==> config.mk <==
export PLATFORM = sky130hd
export DESIGN_NAME = ldpwm_output
export DESIGN_NICKNAME = d
export VERILOG_FILES = /design/src/inc/ldpwm_pkg.sv /design/src/hdl/ldpwm_duty.sv /design/src/hdl/ldpwm_output.sv /design/src/hdl/ldpwm_tick.sv
export SDC_FILE = /design/constraint.sdc
export NUM_CORES = 2
export LEC_CHECK = 0
export BUFFER_PORTS_ARGS = -buffer_cell sky130_fd_sc_hd__buf_2
export CAP_MARGIN = 5
export CORE_AREA = 8 8 466 468
export DETAILED_ROUTE_END_ITERATION = 16
export DIE_AREA = 0 0 474 476
export PLACE_DENSITY = 0.38
export SLEW_MARGIN = 30
export SYNTH_ARGS = -nofsm -noshare
export SYNTH_HDL_FRONTEND = slang
export SYNTH_HIERARCHICAL = 1
export SYNTH_SLANG_ARGS = --single-unit
==> constraint.sdc <==
create_clock -name pclk -period 13.5 [get_ports pclk]
set_clock_uncertainty 0.05 [all_clocks]
set_input_delay 0 -clock pclk [delete_from_list [all_inputs] [get_ports pclk]]
set_output_delay 0 -clock pclk [all_outputs]
set_load 0.01 [all_outputs]
==> src/inc/ldpwm_pkg.sv <==
// Constants, register map and field layout of the level-driven PWM output
package ldpwm_pkg;

    // ****************************************
    // Timing
    // ****************************************
    localparam int          CLK_PERIOD_NS = 100;
    localparam int          TICK_TIME_NS  = 1_000_000;
    localparam int          TICK_CYCLES   = TICK_TIME_NS / CLK_PERIOD_NS;
    localparam int          MIN_PERIOD_MS = 100;
    localparam logic [15:0] MIN_PERIOD_TICKS =
        16'(MIN_PERIOD_MS * 1_000_000 / TICK_TIME_NS);

    // ****************************************
    // Register offsets
    // ****************************************
    localparam logic [7:0] OFS_CTRL    = 8'h00;
    localparam logic [7:0] OFS_SRC_SEL = 8'h04;
    localparam logic [7:0] OFS_LOWER   = 8'h08;
    localparam logic [7:0] OFS_UPPER   = 8'h0C;
    localparam logic [7:0] OFS_ALARM   = 8'h10;
    localparam logic [7:0] OFS_PERIOD  = 8'h14;
    localparam logic [7:0] OFS_MIN_ON  = 8'h18;
    localparam logic [7:0] OFS_MIN_OFF = 8'h1C;
    localparam logic [7:0] OFS_STATUS  = 8'h20;
    localparam logic [7:0] OFS_DUTY    = 8'h24;

    // ****************************************
    // Fields
    // ****************************************
    localparam int CTRL_EN_BIT    = 0;
    localparam int CTRL_TYPE_LSB  = 2;
    localparam int ST_DRIVE_BIT   = 0;
    localparam int ST_ALARM_BIT   = 1;
    localparam int ST_REFUSED_BIT = 2;
    localparam int ST_ACTIVE_BIT  = 3;
    localparam int ST_WARN_BIT    = 4;

    typedef enum logic [1:0] {
        OUT_SSR     = 2'h0,
        OUT_RELAY   = 2'h1,
        OUT_SOUND   = 2'h2,
        OUT_VIRTUAL = 2'h3
    } ldpwm_out_type_t;

    // ****************************************
    // Reset values
    // ****************************************
    localparam logic [15:0] RST_PERIOD = 16'h03E8;
    localparam logic [15:0] RST_LOWER  = 16'h0000;
    localparam logic [15:0] RST_UPPER  = 16'h0064;

endpackage : ldpwm_pkg
==> src/hdl/ldpwm_duty.sv <==
// Maps a source value onto the on-time of one period
module ldpwm_duty
    import ldpwm_pkg::*;
#(
    parameter int VW = 16,
    parameter int CW = 16
) (
    input  wire logic          pclk,
    input  wire logic          presetn,
    input  wire logic          start,
    input  wire logic [VW-1:0] value,
    input  wire logic [VW-1:0] lower,
    input  wire logic [VW-1:0] upper,
    input  wire logic [CW-1:0] period,
    output logic               done,
    output logic [CW-1:0]      on_ticks
);
    typedef struct packed {
        logic               busy;
        logic               done;
        logic [5:0]         cnt;
        logic [VW+1:0]      rem;
        logic [VW+CW-1:0]   quo;
        logic [VW:0]        den;
        logic [CW-1:0]      on_ticks;
    } ldpwm_div_t;

    ldpwm_div_t st_reg, st_next;
    logic [VW:0] diff, span;
    logic [VW+1:0] rem_s;

    assign diff = {value[VW-1], value} - {lower[VW-1], lower};
    assign span = {upper[VW-1], upper} - {lower[VW-1], lower};

    always_comb begin
        st_next      = st_reg;
        st_next.done = 1'b0;
        rem_s        = {st_reg.rem[VW:0], st_reg.quo[VW+CW-1]};
        if (!st_reg.busy) begin
            if (start) begin
                if ($signed(value) < $signed(lower)) begin
                    st_next.on_ticks = '0;
                    st_next.done     = 1'b1;
                end else if ($signed(value) > $signed(upper) || span == '0) begin
                    st_next.on_ticks = period;
                    st_next.done     = 1'b1;
                end else begin
                    // (value - lower) * period / (upper - lower), long division
                    st_next.busy = 1'b1;
                    st_next.cnt  = '0;
                    st_next.rem  = '0;
                    st_next.den  = span;
                    st_next.quo  = (VW+CW)'(diff[VW-1:0]) * (VW+CW)'(period);
                end
            end
        end else begin
            st_next.quo = {st_reg.quo[VW+CW-2:0], 1'b0};
            st_next.rem = rem_s;
            if (rem_s >= {1'b0, st_reg.den}) begin
                st_next.rem    = rem_s - {1'b0, st_reg.den};
                st_next.quo[0] = 1'b1;
            end
            st_next.cnt = st_reg.cnt + 6'h01;
            if (st_reg.cnt == 6'(VW + CW - 1)) begin
                st_next.busy     = 1'b0;
                st_next.done     = 1'b1;
                st_next.on_ticks = st_next.quo[CW-1:0];
            end
        end
    end

    always_ff @(posedge pclk or negedge presetn) begin
        if (!presetn) begin
            st_reg <= '0;
        end else begin
            st_reg <= st_next;
        end
    end

    assign done     = st_reg.done;
    assign on_ticks = st_reg.on_ticks;

    below_zero_a: assert property (@(posedge pclk) disable iff (!presetn)
        !st_reg.busy && start && $signed(value) < $signed(lower)
        |=> done && on_ticks == '0)
        else $error("below lower level did not give zero on-time");
    above_full_a: assert property (@(posedge pclk) disable iff (!presetn)
        !st_reg.busy && start && $signed(value) >= $signed(lower)
        && $signed(value) > $signed(upper) |=> done && on_ticks == $past(period))
        else $error("above upper level did not give full on-time");
    duty_bound_a: assert property (@(posedge pclk) disable iff (!presetn)
        $rose(st_reg.busy) |-> ##(VW+CW) done && on_ticks <= $past(period, VW+CW))
        else $error("interpolated on-time late or longer than period");
endmodule : ldpwm_duty

==> src/hdl/ldpwm_output.sv <==
// Level-driven PWM drive for a solid-state relay output, APB configured
//
// What this block does
// The pulse width follows the value of one software-selected source channel.
// Duty varies with the source only while it lies between the lower and upper levels.
// A source below the lower level holds the output off for the whole period.
// A source above the upper level drives the output on for the whole period.
// An error, under-range or over-range source is replaced by the alarm level.
// The alarm level is mapped with the same lower and upper levels as the source.
// The on-time of each period divided by the period equals the computed duty.
// Pulses repeat at the set period, and a period under 0.1 s is refused.
// Once on, the output stays on for at least the minimum on time unless PWM is disabled.
// Once off, the output stays off for at least the minimum off time.
// Software should keep both minimum times strictly below the period.
// PWM runs only when the output is of the solid-state relay type.
// Inside the range duty is (source - lower) / (upper - lower).
// All times count a fixed 1 ms tick and a new duty loads at each period start.
module ldpwm_output
    import ldpwm_pkg::*;
#(
    parameter int NCH        = 60,
    parameter int VW         = 16,
    parameter int TICK_COUNT = TICK_CYCLES
) (
    input  wire logic             pclk,
    input  wire logic             presetn,
    input  wire logic [7:0]       paddr,
    input  wire logic             psel,
    input  wire logic             penable,
    input  wire logic             pwrite,
    input  wire logic [31:0]      pwdata,
    input  wire logic [3:0]       pstrb,
    output logic                  pready,
    output logic [31:0]           prdata,
    output logic                  pslverr,
    input  wire logic [NCH*VW-1:0] ch_value,
    input  wire logic [NCH-1:0]   source_error_state,
    input  wire logic [NCH-1:0]   source_under_range_state,
    input  wire logic [NCH-1:0]   source_over_range_state,
    output logic                  ssr_drive
);
    localparam int SW = $clog2(NCH);

    // ****************************************
    // State
    // ****************************************
    typedef struct packed {
        logic [31:0]     rdata;
        logic            slverr;
        logic            pwm_en;
        ldpwm_out_type_t out_type;
        logic [SW-1:0]   src_sel;
        logic [VW-1:0]   lower;
        logic [VW-1:0]   upper;
        logic [VW-1:0]   alarm_level;
        logic [15:0]     period;
        logic [15:0]     min_on;
        logic [15:0]     min_off;
        logic            refused;
        logic [15:0]     pos;
        logic [15:0]     dwell;
        logic [15:0]     on_ticks;
        logic [15:0]     latest;
        logic            drive;
    } ldpwm_state_t;

    ldpwm_state_t st_reg, st_next;

    logic          tick;
    logic          duty_done;
    logic [15:0]   duty_ticks;
    logic [VW-1:0] src_raw;
    logic [VW-1:0] src_used;
    logic          src_alarm;
    logic          timing_warn;
    logic          wr_en;
    logic [31:0]   wdata;
    logic [31:0]   rd_mux;
    logic          last_pos;
    logic [15:0]   dwell_inc;
    logic [15:0]   pos_next;
    logic          want_on;

    // ****************************************
    // Address decode helpers
    // ****************************************
    function automatic logic reg_known(input logic [7:0] a);
        unique case (a)
            OFS_CTRL, OFS_SRC_SEL, OFS_LOWER, OFS_UPPER, OFS_ALARM,
            OFS_PERIOD, OFS_MIN_ON, OFS_MIN_OFF, OFS_STATUS, OFS_DUTY:
                reg_known = 1'b1;
            default: reg_known = 1'b0;
        endcase
    endfunction : reg_known

    function automatic logic reg_read_only(input logic [7:0] a);
        reg_read_only = (a == OFS_STATUS) || (a == OFS_DUTY);
    endfunction : reg_read_only

    function automatic logic [31:0] strb_merge(input logic [31:0] old_v,
                                               input logic [31:0] new_v,
                                               input logic [3:0]  strb);
        logic [31:0] r;
        r = old_v;
        for (int i = 0; i < 4; i++) begin
            if (strb[i]) begin
                r[8*i +: 8] = new_v[8*i +: 8];
            end
        end
        strb_merge = r;
    endfunction : strb_merge

    // ****************************************
    // Source selection and alarm substitution
    // ****************************************
    // Channel inputs come from logic on pclk, so they are used unsynchronised
    assign src_raw   = (32'(st_reg.src_sel) < NCH) ?
                       ch_value[st_reg.src_sel*VW +: VW] : '0;
    // A selection past the last channel is treated like a failed source
    assign src_alarm = (32'(st_reg.src_sel) >= NCH)
                     || source_error_state[st_reg.src_sel]
                     || source_under_range_state[st_reg.src_sel]
                     || source_over_range_state[st_reg.src_sel];
    assign src_used  = src_alarm ? st_reg.alarm_level : src_raw;

    // Warning only: equal or longer minimum times starve the pulse shape
    assign timing_warn = (st_reg.min_on >= st_reg.period)
                      || (st_reg.min_off >= st_reg.period);

    // ****************************************
    // Sub-blocks
    // ****************************************
    ldpwm_tick #(
        .CYCLES (TICK_COUNT)
    ) u_tick (
        .pclk    (pclk),
        .presetn (presetn),
        .tick    (tick)
    );

    ldpwm_duty #(
        .VW (VW),
        .CW (16)
    ) u_duty (
        .pclk     (pclk),
        .presetn  (presetn),
        .start    (st_reg.pwm_en),
        .value    (src_used),
        .lower    (st_reg.lower),
        .upper    (st_reg.upper),
        .period   (st_reg.period),
        .done     (duty_done),
        .on_ticks (duty_ticks)
    );

    // ****************************************
    // APB slave
    // ****************************************
    assign wr_en = psel && penable && pwrite && !st_reg.slverr;
    assign wdata = strb_merge(rd_mux, pwdata, pstrb);

    always_comb begin
        rd_mux = 32'h0000_0000;
        unique case (paddr)
            OFS_CTRL: begin
                rd_mux[CTRL_EN_BIT] = st_reg.pwm_en;
                rd_mux[CTRL_TYPE_LSB +: 2] = st_reg.out_type;
            end
            OFS_SRC_SEL: rd_mux[SW-1:0]  = st_reg.src_sel;
            OFS_LOWER:   rd_mux[VW-1:0]  = st_reg.lower;
            OFS_UPPER:   rd_mux[VW-1:0]  = st_reg.upper;
            OFS_ALARM:   rd_mux[VW-1:0]  = st_reg.alarm_level;
            OFS_PERIOD:  rd_mux[15:0]    = st_reg.period;
            OFS_MIN_ON:  rd_mux[15:0]    = st_reg.min_on;
            OFS_MIN_OFF: rd_mux[15:0]    = st_reg.min_off;
            OFS_STATUS: begin
                rd_mux[ST_DRIVE_BIT]   = st_reg.drive;
                rd_mux[ST_ALARM_BIT]   = src_alarm;
                rd_mux[ST_REFUSED_BIT] = st_reg.refused;
                rd_mux[ST_ACTIVE_BIT]  = st_reg.pwm_en;
                rd_mux[ST_WARN_BIT]    = timing_warn;
            end
            OFS_DUTY:    rd_mux = {st_reg.latest, st_reg.on_ticks};
            default:     rd_mux = 32'h0000_0000;
        endcase
    end

    // ****************************************
    // Next state
    // ****************************************
    assign last_pos  = (st_reg.pos >= st_reg.period - 16'h0001);
    assign pos_next  = last_pos ? 16'h0000 : st_reg.pos + 16'h0001;
    assign dwell_inc = (st_reg.dwell == 16'hFFFF) ? st_reg.dwell
                                                  : st_reg.dwell + 16'h0001;

    always_comb begin
        st_next = st_reg;
        want_on = 1'b0;

        // Read data is captured in the setup phase so the access phase needs no wait
        if (psel && !penable) begin
            st_next.rdata  = rd_mux;
            st_next.slverr = !reg_known(paddr) || (pwrite && reg_read_only(paddr));
        end

        if (wr_en) begin
            unique case (paddr)
                OFS_CTRL: begin
                    st_next.out_type = ldpwm_out_type_t'(wdata[CTRL_TYPE_LSB +: 2]);
                    // Enable sticks only on the solid-state relay type
                    st_next.pwm_en = wdata[CTRL_EN_BIT]
                        && (ldpwm_out_type_t'(wdata[CTRL_TYPE_LSB +: 2]) == OUT_SSR);
                end
                OFS_SRC_SEL: st_next.src_sel     = wdata[SW-1:0];
                OFS_LOWER:   st_next.lower       = wdata[VW-1:0];
                OFS_UPPER:   st_next.upper       = wdata[VW-1:0];
                OFS_ALARM:   st_next.alarm_level = wdata[VW-1:0];
                OFS_PERIOD: begin
                    if (wdata[15:0] < MIN_PERIOD_TICKS) begin
                        st_next.refused = 1'b1;
                    end else begin
                        st_next.period = wdata[15:0];
                    end
                end
                OFS_MIN_ON:  st_next.min_on  = wdata[15:0];
                OFS_MIN_OFF: st_next.min_off = wdata[15:0];
                OFS_STATUS:  begin
                end
                default: begin
                end
            endcase
        end

        // STATUS writes get an error and never raise wr_en, so this clear never runs and only reset clears the refusal flag
        if (wr_en && paddr == OFS_STATUS && wdata[ST_REFUSED_BIT]) begin
            st_next.refused = 1'b0;
        end

        if (duty_done) begin
            st_next.latest = duty_ticks;
        end

        if (!st_reg.pwm_en) begin
            st_next.pos      = 16'h0000;
            st_next.dwell    = 16'h0000;
            st_next.drive    = 1'b0;
            st_next.on_ticks = st_next.latest;
        end else if (tick) begin
            st_next.pos   = pos_next;
            st_next.dwell = dwell_inc;
            if (last_pos) begin
                st_next.on_ticks = st_reg.latest;
            end
            want_on = (pos_next < st_next.on_ticks);
            if (st_reg.drive && !want_on && dwell_inc >= st_reg.min_on) begin
                st_next.drive = 1'b0;
                st_next.dwell = 16'h0000;
            end else if (!st_reg.drive && want_on && dwell_inc >= st_reg.min_off) begin
                st_next.drive = 1'b1;
                st_next.dwell = 16'h0000;
            end
        end
    end

    always_ff @(posedge pclk or negedge presetn) begin
        if (!presetn) begin
            st_reg          <= '0;
            st_reg.out_type <= OUT_SSR;
            st_reg.period   <= RST_PERIOD;
            st_reg.lower    <= RST_LOWER;
            st_reg.upper    <= RST_UPPER;
        end else begin
            st_reg <= st_next;
        end
    end

    assign pready    = 1'b1;
    assign prdata    = st_reg.rdata;
    assign pslverr   = st_reg.slverr;
    assign ssr_drive = st_reg.drive;

    // ****************************************
    // Checks
    // ****************************************
    ssr_only_a: assert property (@(posedge pclk) disable iff (!presetn)
        st_reg.pwm_en |-> st_reg.out_type == OUT_SSR)
        else $error("PWM enabled on a non solid-state output");
    off_disabled_a: assert property (@(posedge pclk) disable iff (!presetn)
        !st_reg.pwm_en |=> !ssr_drive)
        else $error("output driven while PWM is disabled");
    min_on_a: assert property (@(posedge pclk) disable iff (!presetn)
        $fell(ssr_drive) && $past(st_reg.pwm_en)
        |-> $past(dwell_inc) >= $past(st_reg.min_on))
        else $error("output turned off before minimum on time");
    min_off_a: assert property (@(posedge pclk) disable iff (!presetn)
        $rose(ssr_drive) |-> $past(dwell_inc) >= $past(st_reg.min_off))
        else $error("output turned on before minimum off time");
    short_period_a: assert property (@(posedge pclk) disable iff (!presetn)
        wr_en && paddr == OFS_PERIOD && wdata[15:0] < MIN_PERIOD_TICKS
        |=> st_reg.refused && st_reg.period == $past(st_reg.period))
        else $error("period below the minimum was accepted");
    duty_load_a: assert property (@(posedge pclk) disable iff (!presetn)
        st_reg.pwm_en && tick && last_pos |=> st_reg.pos == 16'h0000
        && st_reg.on_ticks == $past(st_reg.latest))
        else $error("new duty not loaded at period start");
    alarm_sub_a: assert property (@(posedge pclk) disable iff (!presetn)
        source_error_state[st_reg.src_sel] || source_under_range_state[st_reg.src_sel]
        || source_over_range_state[st_reg.src_sel] |-> src_used == st_reg.alarm_level)
        else $error("alarm level not substituted for failed source");
    full_duty_a: assert property (@(posedge pclk) disable iff (!presetn)
        st_reg.pwm_en && tick && st_reg.drive && st_reg.on_ticks == st_reg.period
        && !last_pos |=> ssr_drive)
        else $error("output dropped during a full duty period");
endmodule : ldpwm_output

==> src/hdl/ldpwm_tick.sv <==
// Fixed time-base tick generator for the PWM output
module ldpwm_tick
    import ldpwm_pkg::*;
#(
    parameter int CYCLES = TICK_CYCLES
) (
    input  wire logic pclk,
    input  wire logic presetn,
    output logic      tick
);
    typedef struct packed {
        logic [31:0] cnt;
        logic        tick;
    } ldpwm_tick_t;

    ldpwm_tick_t st_reg, st_next;

    always_comb begin
        st_next      = st_reg;
        st_next.tick = (st_reg.cnt == 32'(CYCLES - 1));
        st_next.cnt  = st_next.tick ? 32'h0000_0000 : st_reg.cnt + 32'h0000_0001;
    end

    always_ff @(posedge pclk or negedge presetn) begin
        if (!presetn) begin
            st_reg <= '0;
        end else begin
            st_reg <= st_next;
        end
    end

    assign tick = st_reg.tick;
endmodule : ldpwm_tick

Word-level counts from Yosys, hierarchy flattened:

Index checks and enable logic that the tools add are counted.

* register bits: 327
* word-level logic and storage cells: 169
* bits of input ports: 1189

* reduce and logical (&&, ||, !) cells: 46
* shift operators: 1
* $mul: 1
* bitwise logic cells: 4
* add/sub/neg operators: 8
* muxes and demuxes: 53
* order comparisons: 13
* equality and inequality tests: 17

Operators with widths (number)
* variable part select 960 x 11 -> 16 bit: 1
* two-way mux 16 bit: 15
* two-way mux 73 bit: 2
* two-way mux 48 bit: 2
* two-way mux 91 bit: 1
* greater-or-equal comparator 16 bit: 5
* case mux 10 bit (7 select lines): 1
* two-way mux 58 bit: 1
* adder 16 x 1 -> 16 bit, second input constant: 2
* adder 32 x 1 -> 32 bit, second input constant: 1
* equality test 32 x 14 -> 1 bit, second input constant: 1
* equality test 8 x 5 -> 1 bit, second input constant: 4
* < comparator 16 bit: 2
* multiplier 16 x 16 -> 32 bit: 1
* two-way mux 32 bit: 1
* case mux 2 bit (10 select lines): 1
* binary-select mux 1 bit (select 6 bit): 3
* greater-or-equal comparator 18 x 17 -> 1 bit: 1
* two-way mux 1 bit: 18
* two-way mux 18 bit: 1
* case mux 1 bit (9 select lines): 2
* subtractor 18 x 17 -> 18 bit: 1
* zero test 17 bit: 1
* subtractor 16 x 16 -> 17 bit: 1
* 32 further kinds: 74

Logic depth before layout (Yosys ltp):

* depth in word-level cells: 12
* gate-level depth with buffers: 42
* depth with buffers taken out: 39

Hierarchy:

Netlist, hierarchy kept.

By module, submodules not included
* ldpwm_output: seq. area each 5116.2 um^2, cells each 1972, times used 1, area an instance 21605.7 um^2
* ldpwm_duty: seq. area each 2252.2 um^2, cells each 1764, times used 1, area an instance 15595.0 um^2
* ldpwm_tick: seq. area each 825.8 um^2, cells each 142, times used 1, area an instance 1570.3 um^2

Worst setup path before layout:

OpenSTA, ideal clock, no wires.

* path type: reg-to-reg
* start: register, netlist name st_reg[162]
* end: register u_duty/st_reg[62] (netlist name)
* path buffers: 4
* cell stages (with the launch flop): 36
* data arrival time: 10.347 ns
* slack: 3.022 ns
* clock period less this slack: 10.478 ns
* required time: 13.368 ns
* path through: dfrtp_1 clkbuf_1 clkbuf_1 buf_1 mux4_2 mux4_2 mux4_2 mux2_2 ha_1 a21o_1 or3_1 nor3_1 o31ai_1 o41ai_1 xnor2_1 clkbuf_1 nand2_1 fa_1 fa_1 inv_1 fa_1 fa_1 fa_1 inv_1 fa_1 inv_1 ha_1 and3_1 a221oi_1 nor3b_1 o31ai_1 a31oi_1 a21oi_1 mux2i_1 o21bai_1 a31oi_1

RTL lines
* end signal: assignment: RTL line ldpwm_duty.sv:76 `st_reg <= st_next;`
* end: declaration: RTL line ldpwm_duty.sv:28 `ldpwm_div_t st_reg, st_next;`

==> summary.md <==
| Metric | Value |
|---|---|
| Status | `finished clean` |
| Hold Vio Cnt, Final | `0` |
| Starting Density | `18.43%` |
| DP Wirelength | `226.1 mm` |
| Clk root buf | `clkbuf_16` |
| Critical Path AT | `12710 ps` |
| #FFs+latches synth | `327` |
| Worst Hold Class | `in2reg` |
| Top cell by count, worst path | `fa_1` |
| Internal power | `2.429 mW` |
| Avg WL per Cell | `around 33 microns` |
| Routed wire length | `~260 mm` |
| Worst setup path class | `reg2reg` |
| Relative slew slack | `between 30% and 40%` |
| Clock Pin Slew Worst Setup and Hold Paths | `60 ps` |
| Seq. cell area | `between 8000 and 9000 sq um` |
| Cell Area, Synth | `38770 sq um` |
| Share of cells above drive strength 1 | `37.49%` |
| Vias | `36890` |
| Critical path endpoint category | `register` |
| Clk pwr share | `31.6%` |
| Leakage | `22.80 nW` |
| TritonCTS clock tree | `built` |
| Syn_area_per_cell | `9.998 sq um` |
| RePlAce Congestion | `0.9658` |
| Critical path's largest stage delay | `810 ps` |
| Commonest cells post-synth | `nand2_1, inv_1, dfrtp_1, mux4_2, ha_1` |
| Post-synth top area cell | `dfrtp_1` |
| Die X | `474 microns` |
| Post-route insts no fill | `7938` |
| Synth Flop Type | `dfrtp_1` |
| Nets@finish | `6642` |
| Unique masters post-synth | `108` |
| Worst-skew pair later-pin latency | `620 ps` |
| Number of port buffers | `between 1000 and 1500` |
| Unrepaired setup endpoints after global routing | `no` |
| Critical path startpoint category | `register` |
| Hold slack | `12.24 ps` |
| Initial antenna violation count | `149` |
| Sum of negative setup slack | `0 ps` |
| Area grow syn2layout | `29.15%` |
| Fmax | `between 80 and 90 MHz` |
| DR pass1 iterations | `5` |
| DIE HEIGHT | `476 microns` |
| Max FFs per register | `170` |
| Placed cells | `7740` |
| DIE AREA | `about 230000 sq um` |
| Slew Limit Fails | `0` |
| Switching share of total power | `38.37%` |
| Via density | `4.647` |
| Synth Warn # | `6` |
| Mapped Cells | `just under 4000` |
| Area of the multi-input gates | `28000 sq um` |
| Max Cap Violations | `0` |
| Fillers | `roughly 23000` |
| Vias in the first global route | `around 39000` |
| Post-CTS Setup Inserts | `0` |
| CP max-delay cell | `dfrtp_4` |
| GR Util All Layers | `22.07%` |
| Max clock buf depth | `3` |
| Largest net degree at the start of global routing | `67` |
| Async SR Flop Fraction | `between 90% and 100%` |
| IO Pins | `1224` |
| Post-synth top area share | `20.52%` |
| Max FO, Critical Path | `55` |
| Worst-margin pin slew | `1031 ps` |
| Clock sink count | `approximately 330` |
| Core Area | `210400 sq um` |
| P_sw | `1.513 mW` |
| Pwr Density | `78.73 nW/um^2` |
| Tot Pwr | `a little under 4 mW` |
| Post-synth net total | `5533` |
| FP Rows | `169` |
| Residual DRC | `0` |
| Synth top area cells | `dfrtp_1, mux4_2, fa_1` |
| CTS Buf Count | `44` |
| Final setup fails | `0` |
| Number of synthesized flops with an enable pin | `0` |
| First-pass GRT wire length | `342.9 mm` |
| Count leader, synth | `nand2_1` |
| Total congestion overflow | `0` |
| H-tree levels | `2` |
| Crit path required time | `13980 ps` |
| Sequential power share | `25.5%` |
| Gate power share | `43.0%` |
| Post-DRT Antenna Nets | `0` |
| Final period utilization | `90.58%` |
| 1st-iter DRT viols | `2467` |
| Seq/Total Area, Yosys | `21.13%` |
| Final min period | `12230 ps` |
| Maximum VDD drop | `0.00008824 V` |
==> routing by layer <==
layer	part of all wire (%)	track usage, %	vias to the layer above
li1	-	-	16330
met1	39	26.00	18690
met2	50	38.81	1405
met3	5.8	4.549	394
met4	5.1	9.677	72
met5	0.17	0	-
==> cell families after synthesis <==
kind of cell	Yosys count	synth area share [%]
mux	552	24.91
other cells	1	0.009672
compound gates	621	10.64
simple gates	1135	14.61
xor+xnor	125	2.824
buf+inv	651	7.022
flops	327	21.13
fa+ha+maj	466	18.85
==> metrics by stage <==
stage	cell area, sq um	setup WS, ps	utilization (%)
global placement	48020	1264	22.82
detailed placement	48070	1362	22.85
CTS	49810	1301	23.67
floorplan	38770	3022	-
finish	50070	1272	23.80
global route	50040	521.0	23.78
==> layout make-up <==
| type | count | share of cell area [%] |
|---|---|---|
| Clock buffer | 67 | 2.551 |
| Multi-Input combinational cell | 2900 | 55.93 |
| Clock inverter | 15 | 0.4648 |
| Inverter | 391 | 2.941 |
| Tap cell | 2821 | 7.049 |
| Sequential cell | 327 | 16.39 |
| Timing Repair Buffer | 1323 | 14.20 |
| Antenna cell | 94 | 0.4698 |
==> path summary, 6_finish.rpt <==
| kind | to | depth (start not counted) | slack [ps] | start |
|---|---|---|---|---|
| worst max-delay path | u_duty/st_reg[62] | 36 | 1270 | st_reg[163] |
| worst min-delay path | st_reg[108] | 4 | 10 | pwdata[10] |
| worst max register to register | u_duty/st_reg[62] | 36 | 1270 | st_reg[163] |
| worst min register to register | prdata[22] | 2 | 410 | prdata[22] |
| max in group asynchronous | st_reg[164] | 4 | 11720 | presetn |
| min in group asynchronous | u_duty/st_reg[49] | 3 | 430 | presetn |
==> cell usage in the layout, fill, tap and decap left out, drive strengths merged, types with 25 or more instances in the layout <==
| cell | instances |
|---|---|
| diode | 94 |
| a211oi | 30 |
| o22ai | 25 |
| a21oi | 140 |
| xor2 | 37 |
| xnor2 | 88 |
| clkbuf | 67 |
| nand4 | 39 |
| inv | 389 |
| nor3 | 79 |
| mux4 | 314 |
| nand3 | 90 |
| mux2 | 117 |
| nor4 | 48 |
| a21o | 48 |
| nand2 | 413 |
| fa | 197 |
| nand2b | 31 |
| o211ai | 25 |
| ha | 269 |
| and3 | 27 |
| nor2 | 154 |
| mux2i | 121 |
| dfrtp | 318 |
| o21ai | 166 |
| buf | 1303 |
| and2 | 123 |
| nor2b | 52 |
==> timing repair <==
action / in CTS / in global routing
endpoints found under the setup margin: 0 / 0
hold endpoints to repair: 128 / 0
hold buffers: 21 / 0
resized for setup: 0 / 0
==> power groups by stage <==
stage          clock network, mW  logic (mW)  registers, mW
2_1_floorplan                  0        1.00           1.02
3_3_place_gp                   0        1.71           1.02
3_5_place_dp                   0        1.70           1.02
4_1_cts                     1.29        1.72           1.00
5_1_grt                     1.33        1.88           1.00
6_report                    1.25        1.69           1.00
==> critical path, delay by kind of cell (launching register included) <==
family	cells	cell delay, ps
AND/OR/NAND/NOR	9	2310
multiplexers	2	660
flip-flops	1	810
AO/OA/AOI/OAI	11	3650
adder cells (fa/ha/maj)	8	3750
buffers and inverters	5	460
XOR/XNOR	1	400
(Power assumes the default switching activity.)
